==> src/core/hie_pkg.sv <==
// Purpose: Constants for the host interrupt event block (low bits 21..0)
// Assumes: 32-bit Avalon-MM word addressing by byte address
// Notes:   Offsets, field positions and reset values live here
package hie_pkg;
   // ---------------------------------------------------------------
   // Register byte addresses
   // ---------------------------------------------------------------
   localparam logic [7:0] EVT_SET_ADDR   = 8'h80; // Set port, raw read
   localparam logic [7:0] EVT_CLR_ADDR   = 8'h84; // Clear port, masked read
   localparam logic [7:0] MASK_ADDR      = 8'h88; // Enable flags (own map)
   localparam logic [7:0] SRC_CTRL_ADDR  = 8'h90; // Source qualifiers (own map)
   // ---------------------------------------------------------------
   // Field positions
   // ---------------------------------------------------------------
   localparam int BIT_SIXTY_FOUR = 21; // Seconds bit 6 changed
   localparam int BIT_NEW_CYCLE  = 20; // Cycle number lsb toggled
   localparam int BIT_PHY_REQ    = 19; // Physical layer request
   localparam int BIT_ACC_FAIL   = 18; // Register access failure
   localparam int BIT_BUS_RESET  = 17; // Bus reset entered
   localparam int BIT_ID_DONE    = 16; // Node id phase done
   localparam int BIT_ID_DONE2   = 15; // Sticky id done copy
   localparam int BIT_LOCK_ERR   = 9;  // Lock reply unacked
   localparam int BIT_POST_ERR   = 8;  // Posted write failure
   localparam int BIT_ISO_RX     = 7;  // Receive summary
   localparam int BIT_ISO_TX     = 6;  // Transmit summary
   localparam int NUM_ISO_CTX    = 8;  // Isochronous contexts per direction
   // Latched event positions: 21..15, 9..8, 5..0
   localparam logic [31:0] LATCHED_MASK = 32'h003f_833f;
   localparam logic [31:0] EVT_RESET    = 32'h0000_0000; // Events after reset
   localparam logic [31:0] MASK_RESET   = 32'h0000_0000; // Enables after reset
   localparam logic [5:0]  QUAL_RESET   = 6'h3f;         // DMA qualifiers on
endpackage

==> src/core/hie_event_regs.sv <==
// Purpose: Host interrupt event register, bits 21 down to 0
// Assumes: Event sources synchronous to ref_clk_i; one clock domain
// Notes:   Set port at 0x80 and clear port at 0x84 over Avalon-MM
`timescale 1ns/100ps
`default_nettype none

// Functional notes
// - Seconds bit six change sets rollover flag
// - Cycle number lsb toggle sets cycle flag
// - Physical layer status request sets flag
// - Failed access sets flag before next access
// - Bus reset entry sets flag
// - Self-id stream complete sets done flag
// - Bus reset clears done flag same cycle
// - Sticky done set too, bus-reset-immune
// - Bits fourteen to ten read zero
// - Unacked lock reply sets error flag
// - Posted write host error sets flag
// - Receive summary is masked context OR
// - Transmit summary is masked context OR
// - Stored response packet sets flag
// - Stored request packet sets flag
// - Rx response descriptor done sets flag
// - Rx request descriptor done sets flag
// - Response transmit command done sets flag
// - Request transmit command done sets flag
// - Rising source edge or set write sets
// - Only clear-port one write or bus reset (done flag) clears
// - Set reads raw, clear reads masked
module hie_event_regs (
   input  wire logic        ref_clk_i,          // 100 MHz clock
   input  wire logic        reset_i,            // Synchronous reset, high
   input  wire logic        clk_en_i,           // Freezes all state when low
   // Avalon-MM slave
   input  wire logic [7:0]  avs_address_i,      // Byte address
   input  wire logic        avs_read_i,         // Read request
   input  wire logic        avs_write_i,        // Write request
   input  wire logic [31:0] avs_writedata_i,    // Write data
   input  wire logic [3:0]  avs_byteenable_i,   // Byte lanes
   output logic [31:0]      avs_readdata_o,     // Read data
   output logic             avs_waitrequest_o,  // Stall
   // Event sources
   input  wire logic [6:0]  iso_seconds_counter_i, // Seconds count
   input  wire logic [12:0] iso_cycle_number_i,    // Cycle count
   input  wire logic        phy_status_req_i,      // Physical layer request
   input  wire logic        link_clock_present_i,  // Link clock alive
   input  wire logic        bus_reset_state_i,     // In bus reset
   input  wire logic        self_id_received_i,    // Self-id stream done
   input  wire logic        lock_reply_unacked_i,  // Lock reply no ack
   input  wire logic        posted_write_failure_i,// Host bus error
   input  wire logic        response_packet_stored_i, // Rx response stored
   input  wire logic        request_packet_stored_i,  // Rx request stored
   input  wire logic        async_rx_response_dma_i,  // Rx resp descriptor done
   input  wire logic        async_rx_request_dma_i,   // Rx req descriptor done
   input  wire logic        response_send_done_i,     // Tx resp command done
   input  wire logic        request_send_done_i,      // Tx req command done
   input  wire logic [7:0]  iso_rx_event_i,  // Per-context rx events
   input  wire logic [7:0]  iso_rx_mask_i,   // Per-context rx enables
   input  wire logic [7:0]  iso_tx_event_i,  // Per-context tx events
   input  wire logic [7:0]  iso_tx_mask_i,   // Per-context tx enables
   output logic [31:0]      interrupt_event_flags_o, // Event register copy
   output logic             iso_receive_summary_o,   // Registered rx summary
   output logic             iso_transmit_summary_o   // Registered tx summary
);

   // ---------------------------------------------------------------
   // Storage
   // ---------------------------------------------------------------
   logic [31:0] interrupt_event_flags;  // Latched event bits
   logic [31:0] interrupt_enable_flags; // Mask for clear-port reads
   logic [5:0]  dma_qualify;            // Conditional DMA set enables
   logic [31:0] src_q;                  // Previous source levels
   logic [31:0] src_now;                // Current source levels
   logic [31:0] src_rise;               // Asserting edges
   logic        access_failed;          // Access during missing clock
   logic [31:0] wmask;                  // Byte-lane write mask
   logic        wr_set;                 // Write to set port
   logic        wr_clr;                 // Write to clear port
   logic [7:0]  rx_terms;               // Masked rx contexts
   logic [7:0]  tx_terms;               // Masked tx contexts
   logic        rx_sum;                 // Combinational rx summary
   logic        tx_sum;                 // Combinational tx summary
   logic        ack_pend;               // Request seen, answered next cycle
   logic [31:0] next_flags;             // Next event value

   // ---------------------------------------------------------------
   // Source levels and edges
   // ---------------------------------------------------------------
   // Counter bits are compared with their earlier value, so any change fires
   always_comb begin
      src_now = 32'h0000_0000;
      src_now[hie_pkg::BIT_PHY_REQ]   = phy_status_req_i;
      src_now[hie_pkg::BIT_BUS_RESET] = bus_reset_state_i;
      src_now[hie_pkg::BIT_ID_DONE]   = self_id_received_i;
      src_now[hie_pkg::BIT_ID_DONE2]  = self_id_received_i;
      src_now[hie_pkg::BIT_LOCK_ERR]  = lock_reply_unacked_i;
      src_now[hie_pkg::BIT_POST_ERR]  = posted_write_failure_i;
      src_now[5] = response_packet_stored_i;
      src_now[4] = request_packet_stored_i;
      src_now[3] = async_rx_response_dma_i & dma_qualify[3];
      src_now[2] = async_rx_request_dma_i & dma_qualify[2];
      src_now[1] = response_send_done_i & dma_qualify[1];
      src_now[0] = request_send_done_i & dma_qualify[0];
      src_rise = src_now & ~src_q;
      src_rise[hie_pkg::BIT_SIXTY_FOUR] =
         iso_seconds_counter_i[6] ^ src_q[hie_pkg::BIT_SIXTY_FOUR];
      src_rise[hie_pkg::BIT_NEW_CYCLE] =
         iso_cycle_number_i[0] ^ src_q[hie_pkg::BIT_NEW_CYCLE];
      src_rise[hie_pkg::BIT_ACC_FAIL] = access_failed;
   end

   // Remember source levels for edge detection
   always_ff @(posedge ref_clk_i) begin
      if (reset_i) begin
         src_q <= 32'h0000_0000;
      end else if (clk_en_i) begin
         src_q <= src_now;
         src_q[hie_pkg::BIT_SIXTY_FOUR] <= iso_seconds_counter_i[6];
         src_q[hie_pkg::BIT_NEW_CYCLE]  <= iso_cycle_number_i[0];
      end
   end

   // ---------------------------------------------------------------
   // Bus decode
   // ---------------------------------------------------------------
   // Each request is answered one cycle after it is first seen
   always_comb begin
      for (int b = 0; b < 4; b++) begin
         wmask[b*8 +: 8] = {8{avs_byteenable_i[b]}};
      end
      wr_set = avs_write_i & ~avs_waitrequest_o
               & (avs_address_i == hie_pkg::EVT_SET_ADDR);
      wr_clr = avs_write_i & ~avs_waitrequest_o
               & (avs_address_i == hie_pkg::EVT_CLR_ADDR);
      ack_pend = (avs_read_i | avs_write_i) & avs_waitrequest_o;
      // Access-failure event: any completing access while clock absent
      access_failed = (avs_read_i | avs_write_i) & ~avs_waitrequest_o
                      & ~link_clock_present_i;
   end

   // Waitrequest drops for one cycle to complete each access
   always_ff @(posedge ref_clk_i) begin
      if (reset_i) begin
         avs_waitrequest_o <= 1'b1;
      end else if (clk_en_i) begin
         avs_waitrequest_o <= ~ack_pend;
      end
   end

   // ---------------------------------------------------------------
   // Event flag update
   // ---------------------------------------------------------------
   // Sets win over clears so no event is lost on a clear write
   always_comb begin
      next_flags = interrupt_event_flags;
      if (wr_clr) begin
         next_flags = next_flags & ~(avs_writedata_i & wmask);
      end
      next_flags = next_flags | src_rise;
      if (wr_set) begin
         next_flags = next_flags | (avs_writedata_i & wmask);
      end
      if (src_rise[hie_pkg::BIT_BUS_RESET]) begin
         next_flags[hie_pkg::BIT_ID_DONE] = 1'b0;
      end
      next_flags = next_flags & hie_pkg::LATCHED_MASK;
   end

   // Latch the event register
   always_ff @(posedge ref_clk_i) begin
      if (reset_i) begin
         interrupt_event_flags <= hie_pkg::EVT_RESET;
      end else if (clk_en_i) begin
         interrupt_event_flags <= next_flags;
      end
   end

   // ---------------------------------------------------------------
   // Mask and qualifier registers
   // ---------------------------------------------------------------
   always_ff @(posedge ref_clk_i) begin
      if (reset_i) begin
         interrupt_enable_flags <= hie_pkg::MASK_RESET;
         dma_qualify            <= hie_pkg::QUAL_RESET;
      end else if (clk_en_i && avs_write_i && !avs_waitrequest_o) begin
         if (avs_address_i == hie_pkg::MASK_ADDR) begin
            interrupt_enable_flags <= (interrupt_enable_flags & ~wmask)
                                      | (avs_writedata_i & wmask);
         end
         if (avs_address_i == hie_pkg::SRC_CTRL_ADDR && avs_byteenable_i[0]) begin
            dma_qualify <= avs_writedata_i[5:0];
         end
      end
   end

   // ---------------------------------------------------------------
   // Isochronous summaries, one term per context
   // ---------------------------------------------------------------
   genvar g;
   generate
      for (g = 0; g < hie_pkg::NUM_ISO_CTX; g++) begin : g_ctx
         assign rx_terms[g] = iso_rx_event_i[g] & iso_rx_mask_i[g];
         assign tx_terms[g] = iso_tx_event_i[g] & iso_tx_mask_i[g];
      end
   endgenerate
   assign rx_sum = |rx_terms;
   assign tx_sum = |tx_terms;

   // ---------------------------------------------------------------
   // Read data and outputs
   // ---------------------------------------------------------------
   // Summaries are inserted live at read time, never stored in flags
   always_ff @(posedge ref_clk_i) begin
      if (reset_i) begin
         avs_readdata_o <= 32'h0000_0000;
      end else if (clk_en_i) begin
         if (ack_pend && avs_read_i) begin
            unique case (avs_address_i)
               hie_pkg::EVT_SET_ADDR: begin
                  avs_readdata_o <= interrupt_event_flags
                                    | ({31'h0, rx_sum} << hie_pkg::BIT_ISO_RX)
                                    | ({31'h0, tx_sum} << hie_pkg::BIT_ISO_TX);
               end
               hie_pkg::EVT_CLR_ADDR: begin
                  avs_readdata_o <= (interrupt_event_flags
                                    | ({31'h0, rx_sum} << hie_pkg::BIT_ISO_RX)
                                    | ({31'h0, tx_sum} << hie_pkg::BIT_ISO_TX))
                                    & interrupt_enable_flags;
               end
               hie_pkg::MASK_ADDR: begin
                  avs_readdata_o <= interrupt_enable_flags;
               end
               hie_pkg::SRC_CTRL_ADDR: begin
                  avs_readdata_o <= {26'h0, dma_qualify};
               end
               default: begin
                  avs_readdata_o <= 32'h0000_0000; // Unmapped reads zero
               end
            endcase
         end
      end
   end

   // Registered copies of the flags and summaries
   always_ff @(posedge ref_clk_i) begin
      if (reset_i) begin
         interrupt_event_flags_o <= 32'h0000_0000;
         iso_receive_summary_o   <= 1'b0;
         iso_transmit_summary_o  <= 1'b0;
      end else if (clk_en_i) begin
         interrupt_event_flags_o <= next_flags;
         iso_receive_summary_o   <= rx_sum;
         iso_transmit_summary_o  <= tx_sum;
      end
   end
endmodule
`default_nettype wire

==> config.mk <==
export PLATFORM = sky130hd
export DESIGN_NAME = hie_event_regs
export DESIGN_NICKNAME = d
export VERILOG_FILES = /design/src/core/hie_pkg.sv /design/src/core/hie_event_regs.sv
export SDC_FILE = /design/constraint.sdc
export NUM_CORES = 1
export LEC_CHECK = 0
export BUFFER_PORTS_ARGS = -buffer_cell sky130_fd_sc_hd__buf_2
export CAP_MARGIN = 25
export CORE_MARGIN = 4
export CORE_UTILIZATION = 44
export DETAILED_ROUTE_END_ITERATION = 8
export GPL_TIMING_DRIVEN = 0
export PLACE_DENSITY = 0.71
export SETUP_SLACK_MARGIN = 0.3
export SLEW_MARGIN = 20
export SYNTH_ARGS = -nofsm -noshare
export SYNTH_HDL_FRONTEND = slang
export SYNTH_SLANG_ARGS = --single-unit
==> constraint.sdc <==
create_clock -name ref_clk_i -period 4.51 [get_ports ref_clk_i]
set_clock_uncertainty 0.1 [all_clocks]
set_input_delay 1.1275 -clock ref_clk_i [delete_from_list [all_inputs] [get_ports ref_clk_i]]
set_output_delay 1.1275 -clock ref_clk_i [all_outputs]
set_load 0.05 [all_outputs]
==> results.sh, run 1 <==
export IMPL_cap_violations=0
export IMPL_critPathTopFamily="buffers and inverters"
export IMPL_power_leakage_nw=2.394
export IMPL_place_gp_congestion=0.8850
export IMPL_cts_tree="yes"
export IMPL_worstHoldStart="avs_readdata_o[2]"
export IMPL_post_cts_buffers=0
export IMPL_yosysWarnings=0
export IMPL_routed_wl_mm=13.60
export IMPL_drive_gt1_frac=0.2831
export IMPL_hold_path_class="reg -> reg"
export IMPL_final_common_cell="buf_2"
export IMPL_min_period_over_period=0.5883
export IMPL_mostFrequentLayoutCells="buf_2 (151), dfxtp_1 (101), nand2_1 (72)"
export IMPL_r2r_end="interrupt_event_flags_o[5]"
export IMPL_register_area_um2=2022
export IMPL_nNetsFinal=820
export IMPL_crit_buf_inv=3
export IMPL_wire_per_inst_um=16.14
export IMPL_maxSlewViolCount=0
export IMPL_clkSlewWorstSetupHoldPaths_ps=90
export IMPL_drc=0
export IMPL_start_util=0.4557
export IMPL_ctsResizeCount=0
export IMPL_max_freq_mhz=376.9
export IMPL_clockRootBuffer="clkbuf_8"
export IMPL_synth_async_reset_ratio=0
export IMPL_status="completed"
export IMPL_critPathKind="in -> reg"
export IMPL_synth_top_cell_area_share=0.4498
export IMPL_grt_total_usage=0.2236
export IMPL_whs_path_depth=2
export IMPL_coreArea_um2=9864
export IMPL_final_setup_tns_ps=0
export IMPL_worst_slew_pin_slew_ps=695.1
export IMPL_rows=36
export IMPL_path_common_cell="clkbuf_1"
export IMPL_cp_cell_sequence="buf_2 > and3b_1 > and2_1 > clkbuf_1 > clkbuf_1 > nand2_1 > o21ai_0 > a31oi_1"
export IMPL_grt_pass1_vias=4161
export IMPL_worst_path_max_fanout=10
export IMPL_r2r_start="avs_waitrequest_o"
export IMPL_slowest_stage="clkbuf_1"
export IMPL_synth_edff_count=0
export IMPL_ir_worst_vdd_uv=176.7
export IMPL_hold_viol_final=0
export IMPL_gr_total_overflow=0
export IMPL_n_antenna_cell=0
export IMPL_rsz0062_at_grt="no"
export IMPL_dp_hpwl_mm=10.69
export IMPL_syn_area_per_cell_um2=8.356
export IMPL_max_slew_margin=0.5344
export IMPL_netlist_top_cells_area="dfxtp_1 (45%), a21oi_1 (6.1%), nand2_1 (6.0%), mux2i_1 (4.2%), o21ai_0 (4.1%)"
export IMPL_layout_min_cycle_time_ps=2653
export IMPL_die_w_um=109.1
export IMPL_cts_buffer_depth=2
export IMPL_multiInputGateArea_um2=2167
export IMPL_io_buffers=142
export IMPL_ys_types=43
export IMPL_cpPeakStageDelay_ps=380
export IMPL_ys_seq_area_frac=0.4498
export IMPL_worstSetupEndpointType="flop"
export IMPL_grt_max_degree=16
export IMPL_cts_max_level=3
export IMPL_die_area_um2=11900
export IMPL_drt_pass1_iterations=6
export IMPL_setup_violations_final=0
export IMPL_ant_nets=0
export IMPL_preCtsSetupSlack_ps=1532
export IMPL_fp_dieH_um=109.1
export IMPL_yosysTopAreaCell="dfxtp_1"
export IMPL_setup_ws_ps=1857
export IMPL_holdBufCountCts=0
export IMPL_fillers=926
export IMPL_arrival_ps=2780
export IMPL_cts_buffers=9
export IMPL_syn_area_um2=4496
export IMPL_crit_required_ps=4640
export IMPL_rr_worst_depth=7
export IMPL_antenna_found_initial=0
export IMPL_synthFlopType="dfxtp_1"
export IMPL_initialDrtViolationCount=268
export IMPL_min_to="avs_readdata_o[2]"
export IMPL_ys_ff_latch=101
export IMPL_grt_pass1_wl_mm=20.64
export IMPL_io_pin_count=180
export IMPL_reg2reg_slack_ps=2280
export IMPL_syn_to_final_growth_pct=24.49
export IMPL_synth_cells=538
export IMPL_power_density_nw_per_um2=301.3
export IMPL_via_per_inst=5.205
export IMPL_start_kind="input port"
export IMPL_vias=4388
export IMPL_clock_sinks=101
export IMPL_clkLatencyLatePin_ps=360
[worst register-to-register path: stages, from the launching register on]
cell,delay (ps)
dfxtp_1,380
and3b_1,370
and2_1,170
clkbuf_1,330
clkbuf_1,380
nand2_1,90
o21ai_0,170
a31oi_1,110
[final cells by class]
| type | instances | share of cell area |
|---|---|---|
| plain buffers | 52 | 0.05880 |
| clock buffers | 10 | 0.02459 |
| clock inverters | 4 | 0.004695 |
| inverters | 10 | 0.006707 |
| multi-input cells | 391 | 0.3872 |
| flip-flops and latches | 101 | 0.3613 |
| well taps | 133 | 0.02973 |
| repair buffers | 142 | 0.1270 |
[through the flow]
step | power [W] | hold WS [ps] | utilization | cell area (um2) | cells
2_1_floorplan | 0.001105 | 332.9 | - | 4556 | 554
3_3_place_gp | 0.001192 | 332.5 | 0.5507 | 5433 | 829
3_5_place_dp | 0.001197 | 339.4 | 0.5507 | 5433 | 829
4_1_cts | 0.001698 | 360.0 | 0.5674 | 5597 | 843
5_1_grt | 0.001756 | 382.9 | 0.5674 | 5597 | 843
6_report | 0.001686 | 358.0 | 0.5674 | 5597 | 843
[layer usage]
layer	track usage	part of all wire
met3	0.06039	0.090
met4	0.08296	0.015
met5	0	0
met1	0.2746	0.43
met2	0.3741	0.47
[Yosys cell counts, drive strengths merged (2+ instances only)]
master,number
nor2b,7
o21a,8
a31oi,13
a21o,2
mux2i,19
nor4,2
buf,29
nand3,35
and2,5
nand4b,4
a22oi,23
o21ai,37
nor2,46
nand4,4
inv,10
xor2,2
a21oi,55
nand2,73
a211o,9
o211ai,2
clkbuf,23
dfxtp,101
and2b,3
and3,5
nand3b,6
nand2b,7
[how the worst max path moves through the flow]
stage                           startpoint                     endpoint  slack (ps)  depth (start not counted)
after floorplan           avs_address_i[4]  interrupt_event_flags_o[16]        1910                          6
after global placement         avs_write_i   interrupt_event_flags_o[5]        1530                          8
after detailed placement       avs_write_i   interrupt_event_flags_o[5]        1530                          8
after CTS                         clk_en_i   interrupt_event_flags_o[5]        1920                          8
after global routing           avs_write_i   interrupt_event_flags_o[5]        1730                          8
final                             clk_en_i   interrupt_event_flags_o[5]        1860                          8
[cell families (layout without fill, tap and decap cells)]
logic type | Yosys count | in the layout | share of synthesized area
AOI/OAI and AO/OA | 151 | 151 | 0.2007
xor gates and xnor gates | 2 | 2 | 0.003897
buffers and inverters | 62 | 218 | 0.08155
DFF | 101 | 101 | 0.4498
muxes | 19 | 19 | 0.04230
other | 1 | 17 | 0.0008342
and+or+nand+nor | 202 | 202 | 0.2210
[power breakdown]
part	internal [W]	total [W]	switching (W)
clock network	0.000209	0.000509	0.000300
logic	0.0000867	0.000253	0.000166
registers	0.000910	0.000925	0.0000149
total	0.00121	0.00169	0.000481
No activity file was read; power rests on OpenSTA's default activity.
==> run 2, diff against run 1 <==
PLACE_DENSITY = 0.74   (was 0.71)
clock period = 2.4 ns   (was 4.51 ns; I/O delays follow)
==> run 2 against run 1 <==
  * Die area is the same
  * Power grew 97%
  * Critical path type unchanged
  * Combinational power grew 89%
  * Global-route usage grew 0.091 points
  * Critical endpoint is now interrupt_event_flags_o[16]
  * Clock power grew 120%
==> results.sh, run 2 (synthesis results as in run 1) <==
export IMPL_status="completed"
export IMPL_vias=4486
export IMPL_drc=0
export IMPL_coreArea_um2=9864
export IMPL_clock_sinks=101
export IMPL_io_buffers=142
export IMPL_cts_buffer_depth=2
export IMPL_dpl_instance_area_um2=5433
export IMPL_finalInstanceArea_um2=5672
export IMPL_cp_cell_sequence="buf_2 > nor4b_4 > buf_4 > nand2_2 > nor4_4 > a31oi_1 > a2111oi_1"
export IMPL_clkLatencyLatePin_ps=360
export IMPL_crit_required_ps=2560
export IMPL_cap_violations=0
export IMPL_cts_max_level=3
export IMPL_initialDrtViolationCount=254
export IMPL_slowest_stage="nor4b_4"
export IMPL_nNetsFinal=822
export IMPL_syn_to_final_growth_pct=26.16
export IMPL_rows=36
export IMPL_power_w=0.003319
export IMPL_hold_path_class="reg -> reg"
export IMPL_power_density_nw_per_um2=585.1
export IMPL_grt_max_degree=16
export IMPL_setup_ws_ps=311.8
export IMPL_final_util=0.5750
export IMPL_antenna_found_initial=0
export IMPL_die_area_um2=11900
export IMPL_mostFrequentLayoutCells="buf_2 (148), dfxtp_1 (100), nand2_1 (70)"
export IMPL_io_pin_count=180
export IMPL_worst_path_max_fanout=6
export IMPL_arrival_ps=2250
export IMPL_grt_pass1_wl_mm=20.78
export IMPL_routed_wl_mm=13.65
export IMPL_cts_tree="yes"
export IMPL_start_kind="input port"
export IMPL_preCtsSetupSlack_ps=-73.03
export IMPL_gr_total_overflow=0
export IMPL_drive_gt1_frac=0.2959
export IMPL_die_w_um=109.1
export IMPL_max_slew_margin=0.5228
export IMPL_hold_viol_final=0
export IMPL_fillers=905
export IMPL_worst_slew_pin_slew_ps=712.4
export IMPL_drt_pass1_iterations=5
export IMPL_maxSlewViolCount=0
export IMPL_rsz0062_at_grt="yes"
export IMPL_dp_hpwl_mm=10.61
export IMPL_min_period_over_period=0.8701
export IMPL_reg2reg_slack_ps=440
export IMPL_whs_ps=357.7
export IMPL_place_gp_congestion=0.8995
export IMPL_grt_total_usage=0.2245
export IMPL_ir_worst_vdd_uv=343.5
export IMPL_worstSetupEndpointType="flop"
export IMPL_grt_pass1_vias=4183
export IMPL_max_freq_mhz=478.9
export IMPL_power_leakage_nw=2.437
export IMPL_layout_min_cycle_time_ps=2088
export IMPL_final_common_cell="buf_2"
export IMPL_start_util=0.4557
export IMPL_wire_per_inst_um=16.13
export IMPL_fp_dieH_um=109.1
export IMPL_cts_buffers=9
export IMPL_setup_violations_final=0
export IMPL_n_antenna_cell=0
export IMPL_clkSlewWorstSetupHoldPaths_ps=90
export IMPL_clockRootBuffer="clkbuf_8"
export IMPL_ant_nets=0
export IMPL_cpPeakStageDelay_ps=410
export IMPL_critPathKind="in -> reg"
export IMPL_via_per_inst=5.303
==> run 2: cell count changes in the layout (fill, tap and decap cells not counted), moves of 2 or more <==
cell	previous run	this run
buf_2	151	148
nand2_2	1	3
nand2_1	72	70
clkbuf_2	0	3
buf_4	18	20
clkbuf_4	0	3
clkbuf_1	19	16
==> run 2: layer usage <==
layer / up-vias / global-route usage / part of all wire
li1: 2191 / - / -
met1: 2062 / 0.2798 / 0.41
met2: 210 / 0.3759 / 0.47
met3: 23 / 0.05625 / 0.098
met4: 0 / 0.07935 / 0.017
met5: - / 0 / 0
==> run 2: final cells by class <==
type / count / area, um2 / share of cell area
tap: 133 / 166.4 / 0.02934
inverter: 10 / 37.54 / 0.006618
clock buffer: 11 / 151.4 / 0.02669
timing repair buffer: 144 / 725.7 / 0.1280
multi-input combinational: 391 / 2180 / 0.3843
clock inverter: 4 / 47.55 / 0.008383
sequential: 101 / 2023 / 0.3567
buffer: 52 / 340.3 / 0.06000
==> run 2: timing repair <==
| action | in CTS | in global routing |
|---|---|---|
| gates resized for setup | 3 | 9 |
| hold buffers | 0 | 0 |
| endpoints found under the setup margin | 9 | 36 |
| hold endpoints to repair | 0 | 0 |
| buffers inserted | 0 | 2 |
| pin swaps | 0 | 1 |
==> run 2: final timing paths <==
kind	start	to	cells after the start
setup reg to reg	avs_waitrequest_o	dma_qualify[2]	6
setup / recovery	avs_address_i[6]	interrupt_event_flags_o[16]	7
hold reg to reg	flop	flop	2
hold / removal	flop	flop	2
==> run 2: where the power goes <==
group          total [W]  internal [W]  switching (W)
clock network    0.00110      0.000530       0.000572
logic           0.000479      0.000165       0.000314
registers        0.00174       0.00171      0.0000284
==> run 2: worst max-delay path, delay by kind of cell <==
family	cells	cell delay (ps)
AND/OR/NAND/NOR	3	840
AO/OA/AOI/OAI	2	490
buffers and inverters	2	310
==> run 2: per-stage QoR <==
step,setup TNS (ps),std cells
5_1_grt,0,846
6_report,0,846
4_1_cts,0,844
3_5_place_dp,-1241,829
2_1_floorplan,0,554
3_3_place_gp,-170.6,829
